`src/sso_defines.vh`:
```
// register offsets, field positions, reset values and constants of the section overhead register bank
`ifndef SSO_DEFINES_VH
`define SSO_DEFINES_VH

// ======================================================================
// register offsets on the 8-bit processor bus
`define SSO_ADDR_MASTER     8'h00
`define SSO_ADDR_RX_CTRL    8'h10
`define SSO_ADDR_RX_STAT    8'h11
`define SSO_ADDR_CNT_LO     8'h12
`define SSO_ADDR_CNT_HI     8'h13
`define SSO_ADDR_TX_CTRL    8'h14

// ======================================================================
// receive control field positions
`define SSO_RXC_SCR_OFF     6
`define SSO_RXC_FRC_MISFR   5
`define SSO_RXC_B1_IEN      3
`define SSO_RXC_LOS_IEN     2
`define SSO_RXC_LOF_IEN     1
`define SSO_RXC_OOF_IEN     0

// ======================================================================
// receive status field positions
`define SSO_RXS_C1_FLAG     7
`define SSO_RXS_B1_FLAG     6
`define SSO_RXS_LOS_FLAG    5
`define SSO_RXS_LOF_FLAG    4
`define SSO_RXS_OOF_FLAG    3
`define SSO_RXS_LOS         2
`define SSO_RXS_LOF         1
`define SSO_RXS_OOF         0

// ======================================================================
// transmit control field positions
`define SSO_TXC_SCR_OFF     6
`define SSO_TXC_LAI_INS     0

// ======================================================================
// reset values and datapath constants
`define SSO_RXC_RESET       8'h00
`define SSO_TXC_RESET       8'h00
`define SSO_STAT_RESET      8'h00
`define SSO_CNT_RESET       16'h0000
`define SSO_CNT_MAX         16'hffff
`define SSO_SCR_SEED        7'h7f
`define SSO_LAI_BYTE        8'hff

`endif

```
`src/sso_err_cnt.v`:
```
// section parity error accumulator with poll-to-holding transfer
module sso_err_cnt (
	input  wire        core_clk,
	input  wire        rst,
	input  wire        err_inc,
	input  wire        poll,
	output reg  [15:0] hold_ff
);
`include "sso_defines.vh"

	reg  [15:0] acc_ff;
	reg  [15:0] nxt_acc;
	reg  [15:0] nxt_hold;
	wire [15:0] acc_plus;

	// saturate rather than wrap so a long unpolled interval never reads small
	assign acc_plus = (acc_ff == `SSO_CNT_MAX) ? acc_ff : acc_ff + 16'h0001;

	// a poll moves the running total, including a coincident error, into the holder
	always @* begin
		nxt_acc  = acc_ff;
		nxt_hold = hold_ff;
		if (poll) begin
			nxt_hold = err_inc ? acc_plus : acc_ff;
			nxt_acc  = `SSO_CNT_RESET;
		end else if (err_inc) begin
			nxt_acc  = acc_plus;
		end
	end

	// accumulator and holding register
	always @(posedge core_clk or posedge rst) begin
		if (rst) begin
			acc_ff  <= `SSO_CNT_RESET;
			hold_ff <= `SSO_CNT_RESET;
		end else begin
			acc_ff  <= nxt_acc;
			hold_ff <= nxt_hold;
		end
	end

endmodule

```
`src/sso_regs.v`:
```
// section overhead control/status register bank with rx descrambler and tx alarm/scrambler stage
//
// Contract
// - descrambler off bit bypasses rx descrambling
// - force misframe acts at next frame boundary
// - parity error interrupt when its enable set
// - alarm change interrupts under separate enables
// - trace byte mismatch flag, cleared on read
// - parity event flag, cleared on status read
// - alarm change flags, cleared on status read
// - status shows live alarms in low bits
// - sixteen-bit count read as two bytes
// - counter byte write polls into holding register
// - error coincident with poll is kept
// - master address write polls all counters
// - tx scrambler off bit disables scrambling
// - line alarm forces non-overhead bits to one ahead of the tx scrambler
module sso_regs (
	input  wire       core_clk,
	input  wire       rst,
	input  wire [7:0] proc_addr,
	input  wire [7:0] proc_wdata,
	input  wire       proc_wr,
	input  wire       proc_rd,
	output reg  [7:0] proc_rdata_ff,
	output reg        irq_ff,
	output reg        master_poll_ff,
	input  wire       signal_missing_alarm,
	input  wire       frame_missing_alarm,
	input  wire       misframe_alarm,
	input  wire       b1_error,
	input  wire       c1_mismatch,
	input  wire       rx_frame_boundary,
	output reg        force_misframe_ff,
	input  wire [7:0] rx_byte,
	input  wire       rx_byte_vld,
	input  wire       rx_byte_hdr,
	output reg  [7:0] rx_clear_byte_ff,
	output reg        rx_clear_vld_ff,
	input  wire [7:0] tx_byte,
	input  wire       tx_byte_vld,
	input  wire       tx_byte_soh,
	input  wire       tx_byte_hdr,
	output reg  [7:0] tx_line_byte_ff,
	output reg        tx_line_vld_ff
);
`include "sso_defines.vh"

	// ======================================================================
	// frame synchronous scrambler step, x^7 + x^6 + 1, msb first
	function [14:0] sso_scr_step;
		input [6:0] st;
		input [7:0] din;
		reg   [6:0] s;
		reg   [7:0] o;
		integer     i;
		begin
			s = st;
			o = 8'h00;
			for (i = 7; i >= 0; i = i - 1) begin
				o[i] = din[i] ^ s[6];
				s    = {s[5:0], s[6] ^ s[5]};
			end
			sso_scr_step = {s, o};
		end
	endfunction

	// ======================================================================
	// register state
	reg         rx_scr_off_ff;
	reg         b1_ien_ff;
	reg         los_ien_ff;
	reg         lof_ien_ff;
	reg         oof_ien_ff;
	reg         misframe_pend_ff;
	reg         tx_scr_off_ff;
	reg         lai_ins_ff;
	reg         c1_flag_ff;
	reg         b1_flag_ff;
	reg         los_flag_ff;
	reg         lof_flag_ff;
	reg         oof_flag_ff;
	reg         los_prev_ff;
	reg         lof_prev_ff;
	reg         oof_prev_ff;
	reg   [6:0] rx_scr_ff;
	reg   [6:0] tx_scr_ff;

	wire        wr_rxc;
	wire        wr_txc;
	wire        rd_stat;
	wire        poll;
	wire        los_chg;
	wire        lof_chg;
	wire        oof_chg;
	wire [15:0] cnt_hold;
	wire [14:0] rx_step;
	wire [14:0] tx_step;
	wire  [7:0] tx_masked;
	wire  [7:0] stat_val;
	reg   [7:0] rd_mux;

	// ======================================================================
	// address decode; the bus is taken as synchronous to core_clk
	assign wr_rxc  = proc_wr & (proc_addr == `SSO_ADDR_RX_CTRL);
	assign wr_txc  = proc_wr & (proc_addr == `SSO_ADDR_TX_CTRL);
	assign rd_stat = proc_rd & (proc_addr == `SSO_ADDR_RX_STAT);
	assign poll    = proc_wr & ((proc_addr == `SSO_ADDR_CNT_LO) |
	                            (proc_addr == `SSO_ADDR_CNT_HI) |
	                            (proc_addr == `SSO_ADDR_MASTER));

	// ======================================================================
	// control registers
	always @(posedge core_clk or posedge rst) begin
		if (rst) begin
			rx_scr_off_ff <= 1'b0;
			b1_ien_ff     <= 1'b0;
			los_ien_ff    <= 1'b0;
			lof_ien_ff    <= 1'b0;
			oof_ien_ff    <= 1'b0;
			tx_scr_off_ff <= 1'b0;
			lai_ins_ff    <= 1'b0;
		end else begin
			if (wr_rxc) begin
				rx_scr_off_ff <= proc_wdata[`SSO_RXC_SCR_OFF];
				b1_ien_ff     <= proc_wdata[`SSO_RXC_B1_IEN];
				los_ien_ff    <= proc_wdata[`SSO_RXC_LOS_IEN];
				lof_ien_ff    <= proc_wdata[`SSO_RXC_LOF_IEN];
				oof_ien_ff    <= proc_wdata[`SSO_RXC_OOF_IEN];
			end
			if (wr_txc) begin
				tx_scr_off_ff <= proc_wdata[`SSO_TXC_SCR_OFF];
				lai_ins_ff    <= proc_wdata[`SSO_TXC_LAI_INS];
			end
		end
	end

	// ======================================================================
	// force misframe: held pending until the framer reaches a frame boundary
	always @(posedge core_clk or posedge rst) begin
		if (rst) begin
			misframe_pend_ff  <= 1'b0;
			force_misframe_ff <= 1'b0;
		end else begin
			// a new request in the boundary cycle stays pending for the next one
			misframe_pend_ff  <= (wr_rxc & proc_wdata[`SSO_RXC_FRC_MISFR]) |
			                     (misframe_pend_ff & ~rx_frame_boundary);
			force_misframe_ff <= misframe_pend_ff & rx_frame_boundary;
		end
	end

	// ======================================================================
	// alarm change detection and sticky event flags; a set beats a read-clear
	assign los_chg = signal_missing_alarm ^ los_prev_ff;
	assign lof_chg = frame_missing_alarm ^ lof_prev_ff;
	assign oof_chg = misframe_alarm ^ oof_prev_ff;

	always @(posedge core_clk or posedge rst) begin
		if (rst) begin
			los_prev_ff <= 1'b0;
			lof_prev_ff <= 1'b0;
			oof_prev_ff <= 1'b0;
			c1_flag_ff  <= 1'b0;
			b1_flag_ff  <= 1'b0;
			los_flag_ff <= 1'b0;
			lof_flag_ff <= 1'b0;
			oof_flag_ff <= 1'b0;
		end else begin
			los_prev_ff <= signal_missing_alarm;
			lof_prev_ff <= frame_missing_alarm;
			oof_prev_ff <= misframe_alarm;
			c1_flag_ff  <= c1_mismatch | (c1_flag_ff & ~rd_stat);
			b1_flag_ff  <= b1_error | (b1_flag_ff & ~rd_stat);
			los_flag_ff <= los_chg | (los_flag_ff & ~rd_stat);
			lof_flag_ff <= lof_chg | (lof_flag_ff & ~rd_stat);
			oof_flag_ff <= oof_chg | (oof_flag_ff & ~rd_stat);
		end
	end

	// ======================================================================
	// interrupt: the trace byte flag has no enable and so never drives it
	always @(posedge core_clk or posedge rst) begin
		if (rst) begin
			irq_ff <= 1'b0;
		end else begin
			irq_ff <= (b1_flag_ff & b1_ien_ff) |
			          (los_flag_ff & los_ien_ff) |
			          (lof_flag_ff & lof_ien_ff) |
			          (oof_flag_ff & oof_ien_ff);
		end
	end

	// ======================================================================
	// parity error counter with poll
	sso_err_cnt u_b1_cnt (
		.core_clk (core_clk),
		.rst      (rst),
		.err_inc  (b1_error),
		.poll     (poll),
		.hold_ff  (cnt_hold)
	);

	// other receive counters follow this pulse one cycle after a master write
	always @(posedge core_clk or posedge rst) begin
		if (rst) begin
			master_poll_ff <= 1'b0;
		end else begin
			master_poll_ff <= proc_wr & (proc_addr == `SSO_ADDR_MASTER);
		end
	end

	// ======================================================================
	// read path
	assign stat_val = {c1_flag_ff, b1_flag_ff, los_flag_ff, lof_flag_ff, oof_flag_ff,
	                   signal_missing_alarm, frame_missing_alarm, misframe_alarm};

	always @* begin
		rd_mux = 8'h00;
		case (proc_addr)
			`SSO_ADDR_RX_CTRL: begin
				// force misframe is write-only and reads zero
				rd_mux[`SSO_RXC_SCR_OFF] = rx_scr_off_ff;
				rd_mux[`SSO_RXC_B1_IEN]  = b1_ien_ff;
				rd_mux[`SSO_RXC_LOS_IEN] = los_ien_ff;
				rd_mux[`SSO_RXC_LOF_IEN] = lof_ien_ff;
				rd_mux[`SSO_RXC_OOF_IEN] = oof_ien_ff;
			end
			`SSO_ADDR_RX_STAT: begin
				rd_mux = stat_val;
			end
			`SSO_ADDR_CNT_LO: begin
				rd_mux = cnt_hold[7:0];
			end
			`SSO_ADDR_CNT_HI: begin
				rd_mux = cnt_hold[15:8];
			end
			`SSO_ADDR_TX_CTRL: begin
				rd_mux[`SSO_TXC_SCR_OFF] = tx_scr_off_ff;
				rd_mux[`SSO_TXC_LAI_INS] = lai_ins_ff;
			end
			default: begin
				rd_mux = 8'h00;
			end
		endcase
	end

	// read data holds its last value between reads
	always @(posedge core_clk or posedge rst) begin
		if (rst) begin
			proc_rdata_ff <= 8'h00;
		end else if (proc_rd) begin
			proc_rdata_ff <= rd_mux;
		end
	end

	// ======================================================================
	// receive descrambler; header bytes pass clear and hold the seed
	assign rx_step = sso_scr_step(rx_scr_ff, rx_byte);

	always @(posedge core_clk or posedge rst) begin
		if (rst) begin
			rx_scr_ff        <= `SSO_SCR_SEED;
			rx_clear_byte_ff <= 8'h00;
			rx_clear_vld_ff  <= 1'b0;
		end else begin
			rx_clear_vld_ff <= rx_byte_vld;
			if (rx_byte_vld) begin
				if (rx_byte_hdr) begin
					rx_scr_ff        <= `SSO_SCR_SEED;
					rx_clear_byte_ff <= rx_byte;
				end else if (rx_scr_off_ff) begin
					rx_clear_byte_ff <= rx_byte;
				end else begin
					rx_scr_ff        <= rx_step[14:8];
					rx_clear_byte_ff <= rx_step[7:0];
				end
			end
		end
	end

	// ======================================================================
	// transmit stage: line alarm applied first, then the scrambler
	assign tx_masked = (lai_ins_ff & ~tx_byte_soh) ? `SSO_LAI_BYTE : tx_byte;
	assign tx_step   = sso_scr_step(tx_scr_ff, tx_masked);

	always @(posedge core_clk or posedge rst) begin
		if (rst) begin
			tx_scr_ff       <= `SSO_SCR_SEED;
			tx_line_byte_ff <= 8'h00;
			tx_line_vld_ff  <= 1'b0;
		end else begin
			tx_line_vld_ff <= tx_byte_vld;
			if (tx_byte_vld) begin
				if (tx_byte_hdr) begin
					tx_scr_ff       <= `SSO_SCR_SEED;
					tx_line_byte_ff <= tx_masked;
				end else if (tx_scr_off_ff) begin
					tx_line_byte_ff <= tx_masked;
				end else begin
					tx_scr_ff       <= tx_step[14:8];
					tx_line_byte_ff <= tx_step[7:0];
				end
			end
		end
	end

endmodule

```
`config.mk`:
```
export PLATFORM = sky130hd
export DESIGN_NAME = sso_regs
export DESIGN_NICKNAME = d
export VERILOG_FILES = /design/src/sso_err_cnt.v /design/src/sso_regs.v
export VERILOG_INCLUDE_DIRS = /design/src
export SDC_FILE = /design/constraint.sdc
export NUM_CORES = 1
export LEC_CHECK = 0
export CAP_MARGIN = 40
export CORE_MARGIN = 2
export CORE_UTILIZATION = 45
export CTS_BUF_LIST = sky130_fd_sc_hd__clkbuf_16
export CTS_CLUSTER_SIZE = 8
export DETAILED_ROUTE_END_ITERATION = 16
export DONT_BUFFER_PORTS = 1
export REMOVE_ABC_BUFFERS = 1
export SYNTH_ARGS = -nofsm -noshare
export SYNTH_HDL_FRONTEND = slang
export SYNTH_SLANG_ARGS = --single-unit
export TNS_END_PERCENT = 20
```
`constraint.sdc`:
```
create_clock -name core_clk -period 2.8 [get_ports core_clk]
set_input_delay 0.28 -clock core_clk [delete_from_list [all_inputs] [get_ports core_clk]]
set_output_delay 0.28 -clock core_clk [all_outputs]
set_load 0.05 [all_outputs]
```
==> flow_metrics.py, run 1 <==
metrics = {
    "sta": {
        "fmax_ghz": 0.482,
        "fin_crit_sh_pct": 74.0,
        "period_minus_slack_ns": 2.07,
        "worst_pin_slew_ns": 0.777,
        "fin_tns_setup_ns": 0,
        "hold_viol_final": 0,
        "rsz0062_at_grt": "false",
        "setup_viol": 0,
        "whs_ns": 0.0166,
        "slew_violations": 0,
        "max_slew_margin_pct": 48.1,
        "clock_skew_ns": 0.0109,
    },
    "drt": {
        "post_drt_wl_per_cell_um": 16.5,
        "drc_errors": 0,
        "viasPerCell": 5.56,
        "first_iter_violations": 151,
        "dr.pass1.iters": 4,
        "via_count": 3197,
        "ant_nets": 0,
        "drt-total-wl_mm": 9.52,
    },
    "finish": {
        "fin_nets": 485,
        "drive_above_1_share_pct": 13.6,
        "syn_to_final_growth_pct": 10.0,
        "antenna_cells": 0,
    },
    "clock_tree": {
        "cts_tree": "yes",
        "cts-hold-fix-buffers": 6,
        "clk_path_buf_depth": 2,
        "clkTransAtPathRegs_ns": 0.07,
        "ctsResizeCount": 0,
        "clock-sinks": 91,
        "clkLatencyLatePin_ns": 0.34,
        "cts-buffers-inserted": 9,
        "post_cts_buffers": 0,
        "ctsHtreeMaxLevel": 3,
        "clock-root-buffer": "clkbuf_16",
    },
    "worst_setup_path": {
        "rr_startpoint": "u_b1_cnt.acc_ff[4]",
        "rrSetupSlack_ns": 0.73,
        "worst-r2r-cell-count": 4,
        "critPathSlowestCell": "nor4_2",
        "crit_buf_inv": 0,
        "cp-start-kind": "register",
        "worstPathRequired_ns": 3.06,
        "cp-end-kind": "register",
        "path_max_fanout": 11,
        "critical-path-max-stage-delay_ns": 0.69,
        "path_class": "register to register",
        "cp_common_cell": "o21ai_0",
        "path_cells": "nand4_1 > nor4_2 > o21ai_0 > o21ai_0",
        "arrival_ns": 2.33,
        "r2r-end": "u_b1_cnt.hold_ff[2]",
        "cpLargestDelayFamily": "simple AND/OR/NAND/NOR gates",
    },
    "global_routing": {
        "grt_pass1_wl_mm": 16.3,
        "grt_max_degree": 49,
        "grt_overflow": 0,
        "antenna_found_initial": 0,
        "grt_pass1_vias": 3188,
        "track_usage_pct": 18.6,
    },
    "floorplan": {
        "dieArea_sq_mm": 0.0108,
        "start_util_pct": 46.2,
        "die_h_um": 104,
        "placementRows": 36,
        "ios": 76,
        "core_sq_mm": 0.00977,
        "dieWidth_um": 104,
    },
    "placement": {
        "gp_congestion": 0.845,
        "port_buffers": 0,
        "hpwl_mm": 6.74,
    },
    "synth": {
        "synth_cells": 441,
        "yosys_warnings": 0,
        "ys_ff_latch": 91,
        "async_flop_share_pct": 100,
        "syn_area_sq_mm": 0.00451,
        "synthFlopType": "dfrtp_1",
        "seq_area_frac_synth_pct": 50.8,
        "synth-edff-count": 0,
        "avgSynthCellArea_sq_um": 10.2,
        "yosysUniqueCellTypes": 52,
    },
    "power": {
        "cellPowerDensity_mw_per_mm2": 786,
        "leakage_uw": 0.00199,
        "peakVddDrop_v": 0.000319,
    },
    "min_path": {
        "hold_path_class": "input port to register",
        "hp-start": "proc_addr[3]",
        "worstHoldEndpoint": "master_poll_ff",
        "holdPathStages": 1,
    },
    "job": {
        "cap_violations": 0,
    },
    "outcome": {
        "status": "finished clean",
    },
}
-- stage by stage --
stage | total power, uW | worst slack (ns) | std cells | cell area [sq um] | util [%]
5_1_grt | 4130 | 0.529 | 575 | 4970 | 50.8
4_1_cts | 3950 | 0.753 | 575 | 4970 | 50.8
3_3_place_gp | 2710 | 0.775 | 553 | 4610 | 47.1
3_5_place_dp | 2740 | 0.779 | 553 | 4610 | 47.1
6_report | 3900 | 0.727 | 575 | 4970 | 50.8
2_1_floorplan | 2580 | 0.180 | 418 | 4410 | -
-- cell usage after synthesis, types with 12 or more instances --
master,count,share of area [%]
nand2_1,37,3.1
dfstp_2,14,8.2
mux2_2,18,4.5
a31oi_1,13,1.8
nand3_1,16,1.8
dfrtp_1,77,43
o21ai_0,21,2.3
a21oi_1,22,2.4
inv_1,13,1.1
clkbuf_1,17,1.4
xnor2_1,15,2.9
nor2_1,43,3.6
xor2_1,23,4.5
nor2b_1,12,1.7
-- flip-flops by register name (all words and copies together) (netlist names), 7 cells and up --
name              flops
u_b1_cnt.acc_ff      16
u_b1_cnt.hold_ff     16
proc_rdata_ff         8
rx_clear_byte_ff      8
tx_line_byte_ff       8
rx_scr_ff             7
tx_scr_ff             7
-- power by group --
group / switching, uW / internal, uW
combinational: 299 / 348
clock: 563 / 628
sequential: 485 / 1580
-- cells by family after synthesis --
family / share of synthesized area, %
buffers and inverters: 3.33
and+or+nand+nor: 16.8
DFF: 50.8
AOI/OAI and AO/OA: 14.4
muxes: 6.93
xor gates and xnor gates: 7.37
adders and majority gates: 0.277
-- layout by cell type (no fill, tap or decap), types with 3 or more instances in the layout --
| master | instances |
|---|---|
| clkbuf_16 | 9 |
| nand2_1 | 37 |
| a22o_1 | 3 |
| or4_1 | 3 |
| nor2_1 | 43 |
| inv_1 | 12 |
| o31ai_2 | 3 |
| clkinv_4 | 4 |
| o22a_1 | 8 |
| mux2i_1 | 11 |
| nor4_1 | 3 |
| xnor2_1 | 15 |
| a21oi_1 | 22 |
| o22ai_1 | 6 |
| nand3_1 | 16 |
| nand4_1 | 6 |
| dfstp_2 | 14 |
| and4_1 | 3 |
| o21ai_0 | 21 |
| a21o_1 | 6 |
| a31oi_1 | 13 |
| dlygate4sd3_1 | 6 |
| dfrtp_1 | 77 |
| mux2_2 | 18 |
| nor2b_1 | 12 |
| xor2_1 | 23 |
| nor3_1 | 6 |
| and2_1 | 3 |
| o31ai_1 | 3 |
| a22oi_1 | 4 |
| or3_1 | 3 |
-- final cells by class --
type	count	area, sq um
multi-input combinational	314	2070
sequential	91	2290
clock buffer	9	225
clock inverter	7	73.8
tap	133	166
timing repair buffer	8	87.6
fill	895	4810
inverter	13	50.0
-- worst max-delay path by stage --
stage	depth (start not counted)	start	slack (ns)	endpoint
after floorplan	1	rst	0.18	b1_flag_ff
after global placement	4	u_b1_cnt.acc_ff[4]	0.78	u_b1_cnt.hold_ff[2]
after detailed placement	4	u_b1_cnt.acc_ff[4]	0.78	u_b1_cnt.hold_ff[5]
after CTS	4	u_b1_cnt.acc_ff[4]	0.75	u_b1_cnt.hold_ff[2]
after global routing	4	u_b1_cnt.acc_ff[4]	0.53	u_b1_cnt.hold_ff[2]
final	4	u_b1_cnt.acc_ff[4]	0.73	u_b1_cnt.hold_ff[2]
-- layer usage --
| layer | GRT usage [%] | vias to the layer above | part of all wire, % |
|---|---|---|---|
| li1 | - | 1550 | - |
| met1 | 25.3 | 1573 | 46 |
| met2 | 29.8 | 64 | 48 |
| met3 | 3.70 | 10 | 4.6 |
| met4 | 6.37 | 0 | 1.4 |
| met5 | 0 | - | 0 |
Power figures use the tool's default switching activity.
==> inputs of run 2 (changes only) <==
- ABC_AREA: default -> 1
- clock period: 2.8 -> 1.95 ns (I/O delays scaled with it)
==> flow_metrics.py, run 2 <==
metrics = {
    "synth": {
        "avgSynthCellArea_sq_um": 8.06,
        "yosysUniqueCellTypes": 32,
        "yosys_warnings": 0,
        "synthFlopType": "dfrtp_1",
        "yosys.area.top_type": "dfrtp_1",
        "synth_cells": 574,
        "ys_ff_latch": 91,
        "synth_most_common_cell": "nand2_1",
        "syn_area_sq_mm": 0.00463,
        "async_flop_share_pct": 100,
        "yosysTopAreaCellShare_pct": 41.7,
        "synth_common_cells": "174 x nand2_1, 77 x dfrtp_1, 56 x inv_1",
        "ys_top_cells_by_area": "dfrtp_1 42%, nand2_1 14%, dfstp_2 8.0%, nand3_1 5.3%, inv_1 4.5%",
        "synth-edff-count": 0,
        "seq_area_frac_synth_pct": 49.6,
    },
    "worst_setup_path": {
        "path_class": "register to register",
        "r2r-end": "u_b1_cnt.hold_ff[13]",
        "arrival_ns": 1.83,
        "path_cells": "ha_1 > nand3_1 > nor2_2 > nand2_1 > clkinv_1 > nand2_1 > nand3_1 > nand2_1 > nand2_1",
        "cp-start-kind": "register",
        "cp_common_cell": "nand2_1",
        "critical-path-max-stage-delay_ns": 0.41,
        "critPathSlowestCell": "dfrtp_1",
        "path_max_fanout": 4,
        "worstPathRequired_ns": 2.17,
        "worst-r2r-cell-count": 9,
        "cpLargestDelayFamily": "simple AND/OR/NAND/NOR gates",
        "rrSetupSlack_ns": 0.34,
        "rr_startpoint": "u_b1_cnt.acc_ff[0]",
        "crit_buf_inv": 1,
        "cp-end-kind": "register",
    },
    "clock_tree": {
        "clock-root-buffer": "clkbuf_16",
        "clock-sinks": 91,
        "clk_path_buf_depth": 2,
        "ctsHtreeMaxLevel": 3,
        "clkLatencyLatePin_ns": 0.33,
        "cts_tree": "yes",
        "ctsResizeCount": 0,
        "clkTransAtPathRegs_ns": 0.07,
        "cts-buffers-inserted": 9,
        "post_cts_buffers": 0,
    },
    "finish": {
        "antenna_cells": 0,
        "biggestRegsByFlops": "u_b1_cnt.acc_ff: 16 flops, u_b1_cnt.hold_ff: 16 flops",
        "final_cell_mix": "174 x nand2_1, 77 x dfrtp_1, 57 x inv_1, 55 x nor2_1, 49 x nand3_1",
        "syn_to_final_growth_pct": 10.8,
        "fin_nets": 635,
        "drive_above_1_share_pct": 10.1,
        "seqCellArea_sq_mm": 0.00229,
        "fillers": 969,
        "instances_no_fill": 728,
        "final_common_cell": "nand2_1",
        "multiInputGateArea_sq_mm": 0.00201,
        "fin_util_pct": 50.5,
    },
    "global_routing": {
        "grt_pass1_vias": 3674,
        "grt_max_degree": 55,
        "track_usage_pct": 19.4,
        "grt_pass1_wl_mm": 17.4,
        "grt_overflow": 0,
        "antenna_found_initial": 0,
    },
    "drt": {
        "dr.pass1.iters": 4,
        "via_count": 3604,
        "drt-total-wl_mm": 9.91,
        "first_iter_violations": 169,
        "post_drt_wl_per_cell_um": 13.6,
        "ant_nets": 0,
        "drc_errors": 0,
        "viasPerCell": 4.95,
    },
    "placement": {
        "port_buffers": 0,
        "hpwl_mm": 7.12,
        "pre_cts_ws_ns": 0.357,
        "dpl.cell_count": 699,
        "gp_congestion": 0.786,
    },
    "min_path": {
        "hold_path_class": "input port to register",
        "hp-start": "proc_wdata[1]",
        "worstHoldEndpoint": "lof_ien_ff",
        "holdPathStages": 2,
    },
    "outcome": {
        "status": "finished clean",
    },
    "floorplan": {
        "ios": 76,
        "placementRows": 37,
        "dieArea_sq_mm": 0.0111,
        "die_h_um": 105,
        "start_util_pct": 45.6,
        "dieWidth_um": 105,
        "core_sq_mm": 0.0101,
    },
    "sta": {
        "final.setup.worst_slack_ns": 0.337,
        "fmax_ghz": 0.620,
        "setup_viol": 0,
        "fin_crit_sh_pct": 82.7,
        "hold_viol_final": 0,
        "max_slew_margin_pct": 53.7,
        "period_minus_slack_ns": 1.61,
        "rsz0062_at_grt": "false",
        "slew_violations": 0,
        "worst_pin_slew_ns": 0.695,
        "clock_skew_ns": 0.00768,
    },
    "power": {
        "totalPowerFinal_uw": 4960,
        "cellPowerDensity_mw_per_mm2": 967,
        "peakVddDrop_v": 0.000439,
        "leakage_uw": 0.00254,
    },
    "job": {
        "cap_violations": 0,
    },
}
-- run 2: changes by cell type after synthesis, moves of 10 or more --
cell      change
nand2_1     +137
inv_1        +43
nand3_1      +33
mux2_2       -18
a31oi_1      -13
clkbuf_1     -13
nor2_1       +12
nor2b_1      -12
mux2i_1      -11
nor2_2       +10
xor2_1       -10
-- run 2: what timing repair did --
item	CTS	global route
endpoints found under the hold margin	92	0
endpoints found under the setup margin	0	0
hold buffers	13	0
-- run 2: logic make-up (layout without fill, tap and decap cells) --
family / count (synthesis) / after routing / share of synthesized area [%]
AOI/OAI and AO/OA: 61 / 61 / 6.98
xor gates and xnor gates: 36 / 36 / 6.82
adders and majority gates: 1 / 1 / 0.270
buffers and inverters: 74 / 92 / 6.87
and+or+nand+nor: 311 / 311 / 29.5
DFF: 91 / 91 / 49.6
-- run 2: cell type report --
type                       count  share of cell area, %
inverter                      59                   4.35
clock buffer                   9                   4.39
clock inverter                 7                  0.757
sequential                    91                   44.8
multi-input combinational    409                   39.3
timing repair buffer          17                   3.13
tap                          136                   3.32
-- run 2: per-stage QoR --
step / setup TNS (ns) / hold slack, ns / area, sq um
finish: 0 / 0.00853 / 5120
global route: 0 / 0.00296 / 5120
CTS: 0 / 0.000125 / 5120
detailed placement: 0 / 0.222 / 4730
global placement: 0 / 0.216 / 4730
floorplan: -48.45 / 0.226 / 4530
-- run 2: how the worst max path moves through the flow --
stage,start,to,slack [ns],cells after the start
2_1_floorplan,rst,b1_flag_ff,-0.59,1
3_3_place_gp,u_b1_cnt.acc_ff[0],u_b1_cnt.acc_ff[13],0.39,9
3_5_place_dp,u_b1_cnt.acc_ff[0],u_b1_cnt.hold_ff[13],0.36,9
4_1_cts,u_b1_cnt.acc_ff[0],u_b1_cnt.hold_ff[13],0.34,9
5_1_grt,u_b1_cnt.acc_ff[0],u_b1_cnt.acc_ff[13],0.20,9
6_report,u_b1_cnt.acc_ff[0],u_b1_cnt.hold_ff[13],0.34,9
-- run 2: report_power, final --
part	switching [uW]	leakage [uW]	total [uW]	internal [uW]
clock	698	0.000138	1550	849
combinational	424	0.00129	759	335
sequential	465	0.00110	2650	2180
total	1590	0.00254	4960	3370
-- run 2: worst reg2reg max path, cell delays in order (launching register included) --
cell	delay, ns
dfrtp_1	0.41
ha_1	0.23
nand3_1	0.12
nor2_2	0.07
nand2_1	0.13
clkinv_1	0.15
nand2_1	0.14
nand3_1	0.12
nand2_1	0.09
nand2_1	0.05
-- run 2: routing by layer --
layer  up-vias  track usage, %  part of all wire (%)
met5         -               0                     0
met1      1701            24.7                    45
met2        61            32.5                    49
li1       1831               -                     -
met4         0            7.90                   1.6
met3        11            3.65                   4.2
